### config.mk
export PLATFORM = sky130hd
export DESIGN_NAME = fitp_pins
export DESIGN_NICKNAME = d
export VERILOG_FILES = /design/src/common/fitp_pkg.sv /design/src/common/fitp_irq_if.sv /design/src/rtl/fitp_irq_detect.sv /design/src/rtl/fitp_pins.sv /design/src/rtl/fitp_sync.sv
export VERILOG_INCLUDE_DIRS = /design/src /design/src/common
export SDC_FILE = /design/constraint.sdc
export NUM_CORES = 1
export LEC_CHECK = 0
export BUFFER_PORTS_ARGS = -buffer_cell sky130_fd_sc_hd__buf_2
export CAP_MARGIN = 0
export CORE_MARGIN = 2
export CORE_UTILIZATION = 45
export CTS_CLUSTER_SIZE = 40
export DETAILED_ROUTE_END_ITERATION = 10
export GPL_TIMING_DRIVEN = 1
export PLACE_DENSITY = 0.71
export SLEW_MARGIN = 40
export SYNTH_ARGS = -nofsm -noshare
export SYNTH_HDL_FRONTEND = slang
export SYNTH_SLANG_ARGS = --single-unit
### constraint.sdc
create_clock -name sys_clk -period 4.7 [get_ports sys_clk]
set_input_delay 0.47 -clock sys_clk [delete_from_list [all_inputs] [get_ports sys_clk]]
set_output_delay 0.47 -clock sys_clk [all_outputs]
set_load 0.01 [all_outputs]
### src/common/fitp_params.svh
// Purpose: Offsets, reset values and timing counts.
// Assumes: Included by bare name; definitions only.
// Notes: One clock at 10 MHz.
`ifndef FITP_PARAMS_SVH
`define FITP_PARAMS_SVH
// ----------------------------------------
// Register byte offsets
// ----------------------------------------
`define FITP_OFS_FLAG_DIR 12'h000
`define FITP_OFS_FLAG_OUT 12'h004
`define FITP_OFS_FLAG_IN 12'h008
`define FITP_OFS_IRQ_EN 12'h00C
`define FITP_OFS_IRQ_MODE 12'h010
`define FITP_OFS_STRAP 12'h014
`define FITP_OFS_TMR_CTL 12'h018
`define FITP_OFS_INT_STAT 12'h01C
`define FITP_OFS_INT_CLR 12'h020
`define FITP_OFS_INT_EN 12'h024
// ----------------------------------------
// Reset values and timing
// ----------------------------------------
`define FITP_RST_NIBBLE 4'h0
`define FITP_PULSE_CYCLES 4
`define FITP_CLK_MHZ 10
`define FITP_ZERO32 32'h0000_0000
`endif

### src/common/fitp_pkg.sv
// Purpose: Types shared by the pin block files.
// Assumes: Nothing imported; use fitp_pkg::name.
// Notes: States Gray coded along the pulse path.
package fitp_pkg;
  // ----------------------------------------
  // Expiry pulse states
  // ----------------------------------------
  typedef enum logic [1:0]
  {
    FITP_STRAP = 2'h0,
    FITP_IDLE = 2'h1,
    FITP_PULSE = 2'h3
  } fitp_pulse_e;
endpackage : fitp_pkg

### src/common/fitp_irq_if.sv
// Purpose: Carries synchronized request levels and detected events.
// Assumes: One clock domain.
// Notes: Source drives levels; detector drives events.
`timescale 1ns/1ps
interface fitp_irq_if #(parameter int N = 4);
  logic [N-1:0] req_low; // Synchronized active-low request levels
  logic [N-1:0] edge_mode; // One per line: 1 edge, 0 level
  logic [N-1:0] event_hit; // Detected request per line
  modport src (output req_low, output edge_mode, input event_hit);
  modport det (input req_low, input edge_mode, output event_hit);
endinterface : fitp_irq_if

### src/rtl/fitp_irq_detect.sv
// Purpose: Per-line falling edge or low level detection.
// Assumes: Levels already synchronized.
// Notes: Edge history resets high, so no false edge at release.
`timescale 1ns/1ps
module fitp_irq_detect #(
  parameter int N = 4
)(
  input wire logic sys_clk, // System clock
  input wire logic rst, // Synchronous reset, high
  input wire logic ce, // Clock enable
  fitp_irq_if.det bus // Levels in, events out
);
  logic [N-1:0] prev; // Last sampled level
  logic [N-1:0] next_prev; // Next last level

  // History update
  always_comb
  begin
    next_prev = prev;
    if (rst)
      next_prev = '1;
    else if (ce)
      next_prev = bus.req_low;
  end

  always_ff @(posedge sys_clk)
  begin
    prev <= next_prev;
  end

  // One detector per line
  genvar i;
  generate
    for (i = 0; i < N; i++)
    begin : g_line
      // Edge: high then low; level: low now
      assign bus.event_hit[i] = bus.edge_mode[i] ?
        (prev[i] & ~bus.req_low[i]) : ~bus.req_low[i];
    end
  endgenerate
endmodule : fitp_irq_detect

### src/rtl/fitp_pins.sv
// Purpose: Flag pins, interrupt request pins and timer expiry pin.
// Assumes: APB slave on sys_clk; timer sends one-cycle expiry pulse.
// Notes: Registers are one aligned word each; unmapped reads zero.
//
// Overview of operation
// - Each flag pin individually input or output.
// - Flags input, drivers off after reset.
// - Flag pin levels readable as conditions.
// - Enabled asserted request raises core interrupt.
// - Each request edge or level selectable.
// - Requests disabled after reset unless boot strap.
// - Expiry output pulses exactly PULSE cycles, four by default.
// - Expiry pin sampled as strap in reset.
`timescale 1ns/1ps
`include "fitp_params.svh"
module fitp_pins #(
  parameter int NFLAG = 4,
  parameter int NIRQ = 4,
  parameter int PULSE = `FITP_PULSE_CYCLES
)(
  input wire logic sys_clk, // System clock, 10 MHz
  input wire logic rst, // Synchronous reset, high
  input wire logic ce, // Clock enable, freezes state
  input wire logic psel, // APB select
  input wire logic penable, // APB enable
  input wire logic pwrite, // APB direction
  input wire logic [11:0] paddr, // APB byte address
  input wire logic [31:0] pwdata, // APB write data
  output logic [31:0] prdata, // APB read data
  output logic pready, // APB ready
  output logic pslverr, // APB error, always low
  input wire logic [NFLAG-1:0] program_condition_pins_i, // Flag pin in
  output logic [NFLAG-1:0] program_condition_pins_o, // Flag pin out
  output logic [NFLAG-1:0] program_condition_pins_oe, // Flag drive
  output logic [NFLAG-1:0] flag_cond, // Flag conditions
  input wire logic [NIRQ-1:0] interrupt_request_inputs_n, // Requests
  output logic [NIRQ-1:0] core_irq, // Request to core
  input wire logic boot_irq_strap, // Strap: boot via requests
  input wire logic timer_zero_expired, // Timer pulse, one cycle
  input wire logic timer_zero_expiry_out_i, // Expiry pin in
  output logic timer_zero_expiry_out_o, // Expiry pin out
  output logic timer_zero_expiry_out_oe, // Expiry pin drive
  output logic strap_tmr, // Sampled expiry strap
  output logic irq // Block interrupt
);
  // ----------------------------------------
  // Parameter checks
  // ----------------------------------------
  // Status needs one data bit per flag and per request
  if (NFLAG < 1 || NIRQ < 1 || NFLAG + NIRQ > 32 || PULSE < 1
      || PULSE > 15)
  begin : g_param_check
    $error("fitp_pins: unsupported parameter value");
  end

  localparam int SW = NIRQ + NFLAG; // Status width

  // ----------------------------------------
  // Synchronizers
  // ----------------------------------------
  logic [NFLAG-1:0] flag_sync; // Synchronized flag pins
  logic [NIRQ-1:0] req_sync; // Synchronized requests
  logic [1:0] strap_sync; // Synchronized boot and expiry straps

  fitp_sync #(.W(NFLAG), .INIT('0)) u_fsync (
    .sys_clk(sys_clk), .rst(rst), .ce(ce),
    .din(program_condition_pins_i), .dout(flag_sync));
  // Requests idle high, so INIT is high; rst is tied low, so this stage is never reset
  fitp_sync #(.W(NIRQ), .INIT('1)) u_isync (
    .sys_clk(sys_clk), .rst(1'b0), .ce(ce),
    .din(interrupt_request_inputs_n), .dout(req_sync));
  // Straps keep running through reset to catch their levels
  // Limitation: reset must outlast the pin release by three edges
  fitp_sync #(.W(2), .INIT('0)) u_ssync (
    .sys_clk(sys_clk), .rst(1'b0), .ce(ce),
    .din({boot_irq_strap, timer_zero_expiry_out_i}),
    .dout(strap_sync));

  // ----------------------------------------
  // Detection
  // ----------------------------------------
  fitp_irq_if #(.N(NIRQ)) ibus ();
  logic [NIRQ-1:0] irq_mode; // Edge mode per line
  assign ibus.req_low = req_sync;
  assign ibus.edge_mode = irq_mode;

  fitp_irq_detect #(.N(NIRQ)) u_det (
    .sys_clk(sys_clk), .rst(rst), .ce(ce), .bus(ibus));

  // ----------------------------------------
  // Register state
  // ----------------------------------------
  logic [NFLAG-1:0] flag_dir; // 1 output
  logic [NFLAG-1:0] flag_out; // Output values
  logic [NIRQ-1:0] irq_en; // Request enables
  logic [SW-1:0] int_stat; // Sticky events
  logic [SW-1:0] int_en; // Interrupt enables
  logic boot_strap_q; // Boot strap level in reset
  logic [NFLAG-1:0] flag_prev; // Last flag level
  logic [NFLAG-1:0] next_flag_dir, next_flag_out;
  logic [NIRQ-1:0] next_irq_en, next_irq_mode;
  logic [SW-1:0] next_int_stat, next_int_en;
  logic next_boot_strap, next_strap_tmr;
  logic [NFLAG-1:0] next_flag_prev;
  logic [31:0] next_prdata;
  logic wr_acc; // Write access phase
  logic rd_acc; // Read setup phase
  logic [SW-1:0] events; // New events this cycle

  // Writes land at the access edge; reads latch at setup
  assign wr_acc = psel & penable & pwrite & ce;
  assign rd_acc = psel & ~penable & ~pwrite;
  // Flag pins that changed while input, plus enabled detected requests
  assign events = {(flag_sync ^ flag_prev) & ~flag_dir,
                   ibus.event_hit & irq_en};

  // Register next values
  always_comb
  begin
    next_flag_dir = flag_dir;
    next_flag_out = flag_out;
    next_irq_en = irq_en;
    next_irq_mode = irq_mode;
    next_int_en = int_en;
    next_boot_strap = boot_strap_q;
    next_strap_tmr = strap_tmr;
    next_flag_prev = flag_prev;
    next_int_stat = int_stat;
    next_prdata = prdata;
    if (rst)
    begin
      next_flag_dir = `FITP_RST_NIBBLE;
      next_flag_out = '0;
      next_irq_mode = '0;
      next_int_en = '0;
      next_int_stat = '0;
      next_flag_prev = '0;
      next_prdata = `FITP_ZERO32;
      next_boot_strap = strap_sync[1]; // Caught while held
      next_strap_tmr = strap_sync[0];
      // Disabled unless strapped to boot via requests
      next_irq_en = strap_sync[1] ? '1 : '0;
    end
    else if (ce)
    begin
      next_flag_prev = flag_sync;
      if (wr_acc)
      begin
        unique case (paddr)
          `FITP_OFS_FLAG_DIR: next_flag_dir = pwdata[NFLAG-1:0];
          `FITP_OFS_FLAG_OUT: next_flag_out = pwdata[NFLAG-1:0];
          `FITP_OFS_IRQ_EN: next_irq_en = pwdata[NIRQ-1:0];
          `FITP_OFS_IRQ_MODE: next_irq_mode = pwdata[NIRQ-1:0];
          `FITP_OFS_INT_CLR: next_int_stat = int_stat & ~pwdata[SW-1:0];
          `FITP_OFS_INT_EN: next_int_en = pwdata[SW-1:0];
          default: ;
        endcase
      end
      // Set wins over a clear in the same cycle
      next_int_stat = next_int_stat | events;
      next_prdata = `FITP_ZERO32;
      if (rd_acc)
      begin
        unique case (paddr)
          `FITP_OFS_FLAG_DIR: next_prdata[NFLAG-1:0] = flag_dir;
          `FITP_OFS_FLAG_OUT: next_prdata[NFLAG-1:0] = flag_out;
          `FITP_OFS_FLAG_IN: next_prdata[NFLAG-1:0] = flag_sync;
          `FITP_OFS_IRQ_EN: next_prdata[NIRQ-1:0] = irq_en;
          `FITP_OFS_IRQ_MODE: next_prdata[NIRQ-1:0] = irq_mode;
          `FITP_OFS_STRAP: next_prdata[1:0] = {boot_strap_q, strap_tmr};
          `FITP_OFS_INT_STAT: next_prdata[SW-1:0] = int_stat;
          `FITP_OFS_INT_EN: next_prdata[SW-1:0] = int_en;
          default: next_prdata = `FITP_ZERO32; // Unmapped reads zero
        endcase
      end
    end
  end

  always_ff @(posedge sys_clk)
  begin
    flag_dir <= next_flag_dir;
    flag_out <= next_flag_out;
    irq_en <= next_irq_en;
    irq_mode <= next_irq_mode;
    int_en <= next_int_en;
    int_stat <= next_int_stat;
    boot_strap_q <= next_boot_strap;
    strap_tmr <= next_strap_tmr;
    flag_prev <= next_flag_prev;
    prdata <= next_prdata;
  end

  // ----------------------------------------
  // Pin and core outputs
  // ----------------------------------------
  logic [NFLAG-1:0] next_pins_o, next_pins_oe, next_cond;
  logic [NIRQ-1:0] next_core_irq;
  logic next_irq, next_pready;

  // Outputs registered to come straight from flops
  always_comb
  begin
    next_pins_o = program_condition_pins_o;
    next_pins_oe = program_condition_pins_oe;
    next_cond = flag_cond;
    next_core_irq = core_irq;
    next_irq = irq;
    next_pready = pready;
    if (rst)
    begin
      next_pins_o = '0;
      next_pins_oe = '0;
      next_cond = '0;
      next_core_irq = '0;
      next_irq = 1'b0;
      next_pready = 1'b0;
    end
    else if (ce)
    begin
      next_pins_o = next_flag_out;
      next_pins_oe = next_flag_dir;
      // Output pins report the driven level, inputs the pin
      next_cond = (flag_dir & flag_out) | (~flag_dir & flag_sync);
      next_core_irq = ibus.event_hit & irq_en;
      next_irq = |(next_int_stat & next_int_en);
      // Answer one cycle after setup: pready in access phase
      next_pready = psel & ~penable;
    end
  end

  always_ff @(posedge sys_clk)
  begin
    program_condition_pins_o <= next_pins_o;
    program_condition_pins_oe <= next_pins_oe;
    flag_cond <= next_cond;
    core_irq <= next_core_irq;
    irq <= next_irq;
    pready <= next_pready;
  end

  assign pslverr = 1'b0;

  // ----------------------------------------
  // Timer expiry pulse
  // ----------------------------------------
  fitp_pkg::fitp_pulse_e pstate, next_pstate;
  logic [3:0] pcnt, next_pcnt; // Cycles left in pulse
  logic next_tmr_o, next_tmr_oe;

  // Pin floats in reset so it can be read as a strap
  always_comb
  begin
    next_pstate = pstate;
    next_pcnt = pcnt;
    next_tmr_o = 1'b0;
    next_tmr_oe = 1'b1;
    if (rst)
    begin
      next_pstate = fitp_pkg::FITP_STRAP;
      next_pcnt = '0;
      next_tmr_oe = 1'b0;
    end
    else if (!ce)
    begin
      next_tmr_o = timer_zero_expiry_out_o;
      next_tmr_oe = timer_zero_expiry_out_oe;
    end
    else
    begin
      unique case (pstate)
        fitp_pkg::FITP_STRAP: next_pstate = fitp_pkg::FITP_IDLE;
        fitp_pkg::FITP_IDLE:
          if (timer_zero_expired)
          begin
            next_pstate = fitp_pkg::FITP_PULSE;
            next_pcnt = 4'(PULSE - 1);
            next_tmr_o = 1'b1;
          end
        // Expiries inside a pulse are ignored
        fitp_pkg::FITP_PULSE:
          if (pcnt == '0)
            next_pstate = fitp_pkg::FITP_IDLE;
          else
          begin
            next_pcnt = pcnt - 4'h1;
            next_tmr_o = 1'b1;
          end
        default: next_pstate = fitp_pkg::FITP_IDLE;
      endcase
    end
  end

  always_ff @(posedge sys_clk)
  begin
    pstate <= next_pstate;
    pcnt <= next_pcnt;
    timer_zero_expiry_out_o <= next_tmr_o;
    timer_zero_expiry_out_oe <= next_tmr_oe;
  end
endmodule : fitp_pins

### src/rtl/fitp_sync.sv
// Purpose: Two-stage synchronizer for a bus of pin inputs.
// Assumes: Inputs asynchronous to sys_clk.
// Notes: First stage is read only by the second.
`timescale 1ns/1ps
module fitp_sync #(
  parameter int W = 4,
  parameter logic [W-1:0] INIT = '0
)(
  input wire logic sys_clk, // System clock
  input wire logic rst, // Synchronous reset, high
  input wire logic ce, // Clock enable
  input wire logic [W-1:0] din, // Asynchronous input
  output logic [W-1:0] dout // Synchronized output
);
  logic [W-1:0] meta; // First stage
  logic [W-1:0] next_meta; // Next first stage
  logic [W-1:0] next_dout; // Next second stage

  // Next-value logic
  always_comb
  begin
    next_meta = meta;
    next_dout = dout;
    if (rst)
    begin
      next_meta = INIT;
      next_dout = INIT;
    end
    else if (ce)
    begin
      next_meta = din;
      next_dout = meta;
    end
  end

  // Registers only
  always_ff @(posedge sys_clk)
  begin
    meta <= next_meta;
    dout <= next_dout;
  end
endmodule : fitp_sync

==> results_dict.tcl <==
set metrics [dict create \
    pwr_density_cell_nw_per_um2 331 \
    fmax_mhz 379 \
    cts_buffer_depth 2 \
    first_pass_iters 4 \
    grt_overflow_total 0 \
    skew_ps 10.7 \
    post-route-period-util_pct 56.2 \
    tightestPinTransition_ps 783 \
    synth-edff-count 18 \
    cts.reportedPaths.clkPinSlew_ps 100 \
    syn_area_per_cell_um2 9.53 \
    power.net_switching_w 0.000392 \
    worstSetupStartpointType "input pin" \
    antenna_violations_before_repair 0 \
    placement.io_buffers 65 \
    rsz_0062_raised_after_global_routing "false" \
    synth.cell_area_um2 4230 \
    min_path_type "input pin to register" \
    final.setup.tns_ps 0 \
    cts_hold_repair.buffers 0 \
    outcome "complete, no violations" \
    finalCoreUtilization_pct 51.5 \
    clock_sinks 96 \
    drive_above_1_share_pct 19.7 \
    rr_startpoint "pcnt[0]$_SDFFE_PP0P_" \
    fin_worst_hold_slack_ps 277 \
    place.detailed.hpwl_mm 6.85 \
    synth_flop_cell "sky130_fd_sc_hd__dfxtp_1" \
    critPathCaptureType "register" \
    ant_diodes 0 \
    count_of_cells_resized_by_post_cts_repair 0 \
    syn_inst 444 \
    detail_route.drc_violations 0 \
    power.share.switching_pct 25.0 \
    cp_data_arrival_time_ps 2890 \
    initialDrtViolationCount 182 \
    globalplace.congestion 0.869 \
    tritoncts.num_buffers 9 \
    grtUsageTotal_pct 19.4 \
    report.final.slew_viol_count 0 \
    worst_ep_required_time_ps 4950 \
    worstSetupStartpoint "paddr[3]" \
    core_area_um2 9200 \
    worstSetupPathType "input pin to register" \
    finalHoldViolCount 0 \
    drv_cap 0 \
    io-pin-count 115 \
    max-vdd-ir-drop_mv 0.164 \
    design.die.area_um2 10200 \
    grt_pass1_wl_mm 15.2 \
    flow.area_growth_from_synthesis_pct 11.9 \
    critical-path-top-delay-family "simple AND/OR/NAND/NOR gates" \
    route.final.wire_length_mm 9.67 \
    asyncSetResetFlopFracSynth_pct 0 \
    placement.cell_area_um2 4520 \
    insertion_delay_ps 360 \
    timing.critical_path.cells "buf_2 > or4b_4 > or4_1 > mux2i_1 > a211oi_1 > a2111oi_2 > a31oi_1" \
    grt_pass1_vias 3059 \
    report.final.setup_viol 0 \
    internal_power_w 0.00118 \
    fin_area_um2 4730 \
    area_share_of_the_largest_cell_type_after_synthesis_pct 36.9 \
    synth-seq-area-share_pct 49.7 \
    share_clk_of_total_power_pct 36.0 \
    detail-route-antenna-nets 0 \
    post-synth-top-area-cell "sky130_fd_sc_hd__dfxtp_1" \
    timing.max_slew.rel_slack_pct 47.4 \
    comb_power_share_pct 7.9 \
    fp.dieH_um 101 \
    critical_path.max_stage_delay_ps 760 \
    hold_start "interrupt_request_inputs_n[3]" \
    number_of_vias_after_detailed_routing 3338 \
    core.rowCount 35 \
    grt_start_max_net_pins 56 \
    clockRootBuffer "sky130_fd_sc_hd__clkbuf_8" \
    period_minus_slack_ps 2640 \
    crit_path_max_fanout 13 \
    largest_registers "int_en: 8 flops, int_stat: 8 flops, prdata: 8 flops" \
    floorplan.initialDensity_pct 46.0 \
    final_net_count 559 \
    share_seq_of_total_power_pct 56.1 \
    critPathBufInv 1 \
    chipWidth_um 101 \
    htree_levels 3 \
    post-cts-setup-buffers 0 \
    ys.warnings.count 0 \
    ys_ff_latch 96 \
    synth_cell_type_count 49 \
    tritoncts "yes" \
    routed_wire_length_per_instance_um 15.8 \
    power.leakage_nw 1.96 \
    vias_per_cell 5.45 \
    netlist_top_cells_area "sky130_fd_sc_hd__dfxtp_1 (37%), sky130_fd_sc_hd__edfxtp_1 (13%), sky130_fd_sc_hd__mux2i_1 (9.5%)" \
    cp_slowest_cell "sky130_fd_sc_hd__or4_1" \
]
[Yosys cell counts, types with 6 or more instances]
master and n:
sky130_fd_sc_hd__o21ai_1 6, sky130_fd_sc_hd__o21ai_0 15, sky130_fd_sc_hd__buf_1 8, sky130_fd_sc_hd__a22oi_1 11, sky130_fd_sc_hd__nor3_1 9, sky130_fd_sc_hd__a211oi_1 13
sky130_fd_sc_hd__buf_4 26, sky130_fd_sc_hd__mux2i_1 40, sky130_fd_sc_hd__inv_1 12, sky130_fd_sc_hd__edfxtp_1 18, sky130_fd_sc_hd__a21oi_1 34, sky130_fd_sc_hd__nand3_1 11
sky130_fd_sc_hd__nand2_1 17, sky130_fd_sc_hd__dfxtp_1 78, sky130_fd_sc_hd__nor2_1 68, sky130_fd_sc_hd__clkbuf_1 13
[metal layers]
metal / global-route usage, % / routed length, um / vias to the layer above
li1: - / - / 1636
met1: 24.4 / 4250 / 1566
met2: 31.3 / 4550 / 116
met3: 4.51 / 625 / 20
met4: 9.36 / 239 / 0
met5: 0 / 0 / -
[per-stage QoR]
stage / power, W / worst slack, ps / std cells
3_3_place_gp: 0.00102 / 1710 / 597
2_1_floorplan: 0.000990 / 2150 / 468
4_1_cts: 0.00159 / 2070 / 613
3_5_place_dp: 0.00102 / 1660 / 597
5_1_grt: 0.00164 / 1990 / 613
6_report: 0.00157 / 2060 / 613
[cell usage in the layout, fill, tap and decap left out, types with 4 or more instances in the layout]
| cell type | netlist | layout |
|---|---|---|
| sky130_fd_sc_hd__dfxtp_1 | 78 | 78 |
| sky130_fd_sc_hd__nor2_1 | 68 | 68 |
| sky130_fd_sc_hd__buf_2 | 1 | 65 |
| sky130_fd_sc_hd__mux2i_1 | 40 | 40 |
| sky130_fd_sc_hd__a21oi_1 | 34 | 34 |
| sky130_fd_sc_hd__conb_1 | 1 | 25 |
| sky130_fd_sc_hd__edfxtp_1 | 18 | 18 |
| sky130_fd_sc_hd__nand2_1 | 17 | 17 |
| sky130_fd_sc_hd__o21ai_0 | 15 | 15 |
| sky130_fd_sc_hd__a211oi_1 | 13 | 13 |
| sky130_fd_sc_hd__nand3_1 | 11 | 11 |
| sky130_fd_sc_hd__inv_1 | 12 | 11 |
| sky130_fd_sc_hd__a22oi_1 | 11 | 11 |
| sky130_fd_sc_hd__clkbuf_8 | 0 | 10 |
| sky130_fd_sc_hd__nor3_1 | 9 | 8 |
| sky130_fd_sc_hd__o21ai_1 | 6 | 6 |
| sky130_fd_sc_hd__or3_1 | 5 | 5 |
| sky130_fd_sc_hd__nand2b_1 | 5 | 5 |
| sky130_fd_sc_hd__o21bai_1 | 5 | 5 |
| sky130_fd_sc_hd__a22o_1 | 5 | 5 |
| sky130_fd_sc_hd__or4_1 | 4 | 4 |
| sky130_fd_sc_hd__xnor2_1 | 4 | 4 |
| sky130_fd_sc_hd__o211ai_1 | 4 | 4 |
| sky130_fd_sc_hd__buf_4 | 26 | 4 |
[worst paths after layout]
| path | to | cells past startpoint | slack, ps |
|---|---|---|---|
| max | irq$_SDFFE_PP0P_ | 7 | 2060 |
| min | u_isync.meta[3]$_DFFE_PP_ | 1 | 280 |
| max reg2reg | pcnt[3]$_SDFFE_PP0P_ | 8 | 3020 |
| min reg2reg | u_ssync.dout[0]$_DFFE_PP_ | 0 | 430 |
[final cells by class]
class                   instances  area (um2)
flip-flops and latches         96        2100
clock buffers                  10         138
well taps                     111         139
inverters                      12        45.0
multi-input cells             309        1880
clock inverters                 6        75.1
fillers                       887        4460
repair buffers                 69         355
[kinds of logic (layout without fill, tap and decap cells)]
logic type / Yosys count / in the layout / synth area share [%]
XOR/XNOR: 4 / 4 / 0.828
AO/OA/AOI/OAI: 100 / 100 / 15.0
AND/OR/NAND/NOR: 139 / 139 / 16.3
multiplexers: 40 / 40 / 9.46
adder cells (fa/ha/maj): 1 / 1 / 0.296
other: 1 / 25 / 0.0886
buffers and inverters: 63 / 97 / 8.31
flip-flops: 96 / 96 / 49.7
[power by group through the flow]
stage | Clock [W] | Combinational, W | Sequential (W)
global route | 0.000614 | 0.000138 | 0.000884
global placement | 0 | 0.000119 | 0.000899
finish | 0.000565 | 0.000124 | 0.000880
floorplan | 0 | 0.0000903 | 0.000899
detailed placement | 0 | 0.000123 | 0.000900
CTS | 0.000581 | 0.000124 | 0.000881
[worst reg2reg max path, delay by kind of cell, from the launching register on]
| kind | cells | cell delay (ps) |
|---|---|---|
| buf+inv | 1 | 70 |
| simple gates | 4 | 780 |
| flops | 1 | 400 |
| compound gates | 2 | 170 |
| fa+ha+maj | 1 | 210 |
No activity file was read; power rests on OpenSTA's default activity.
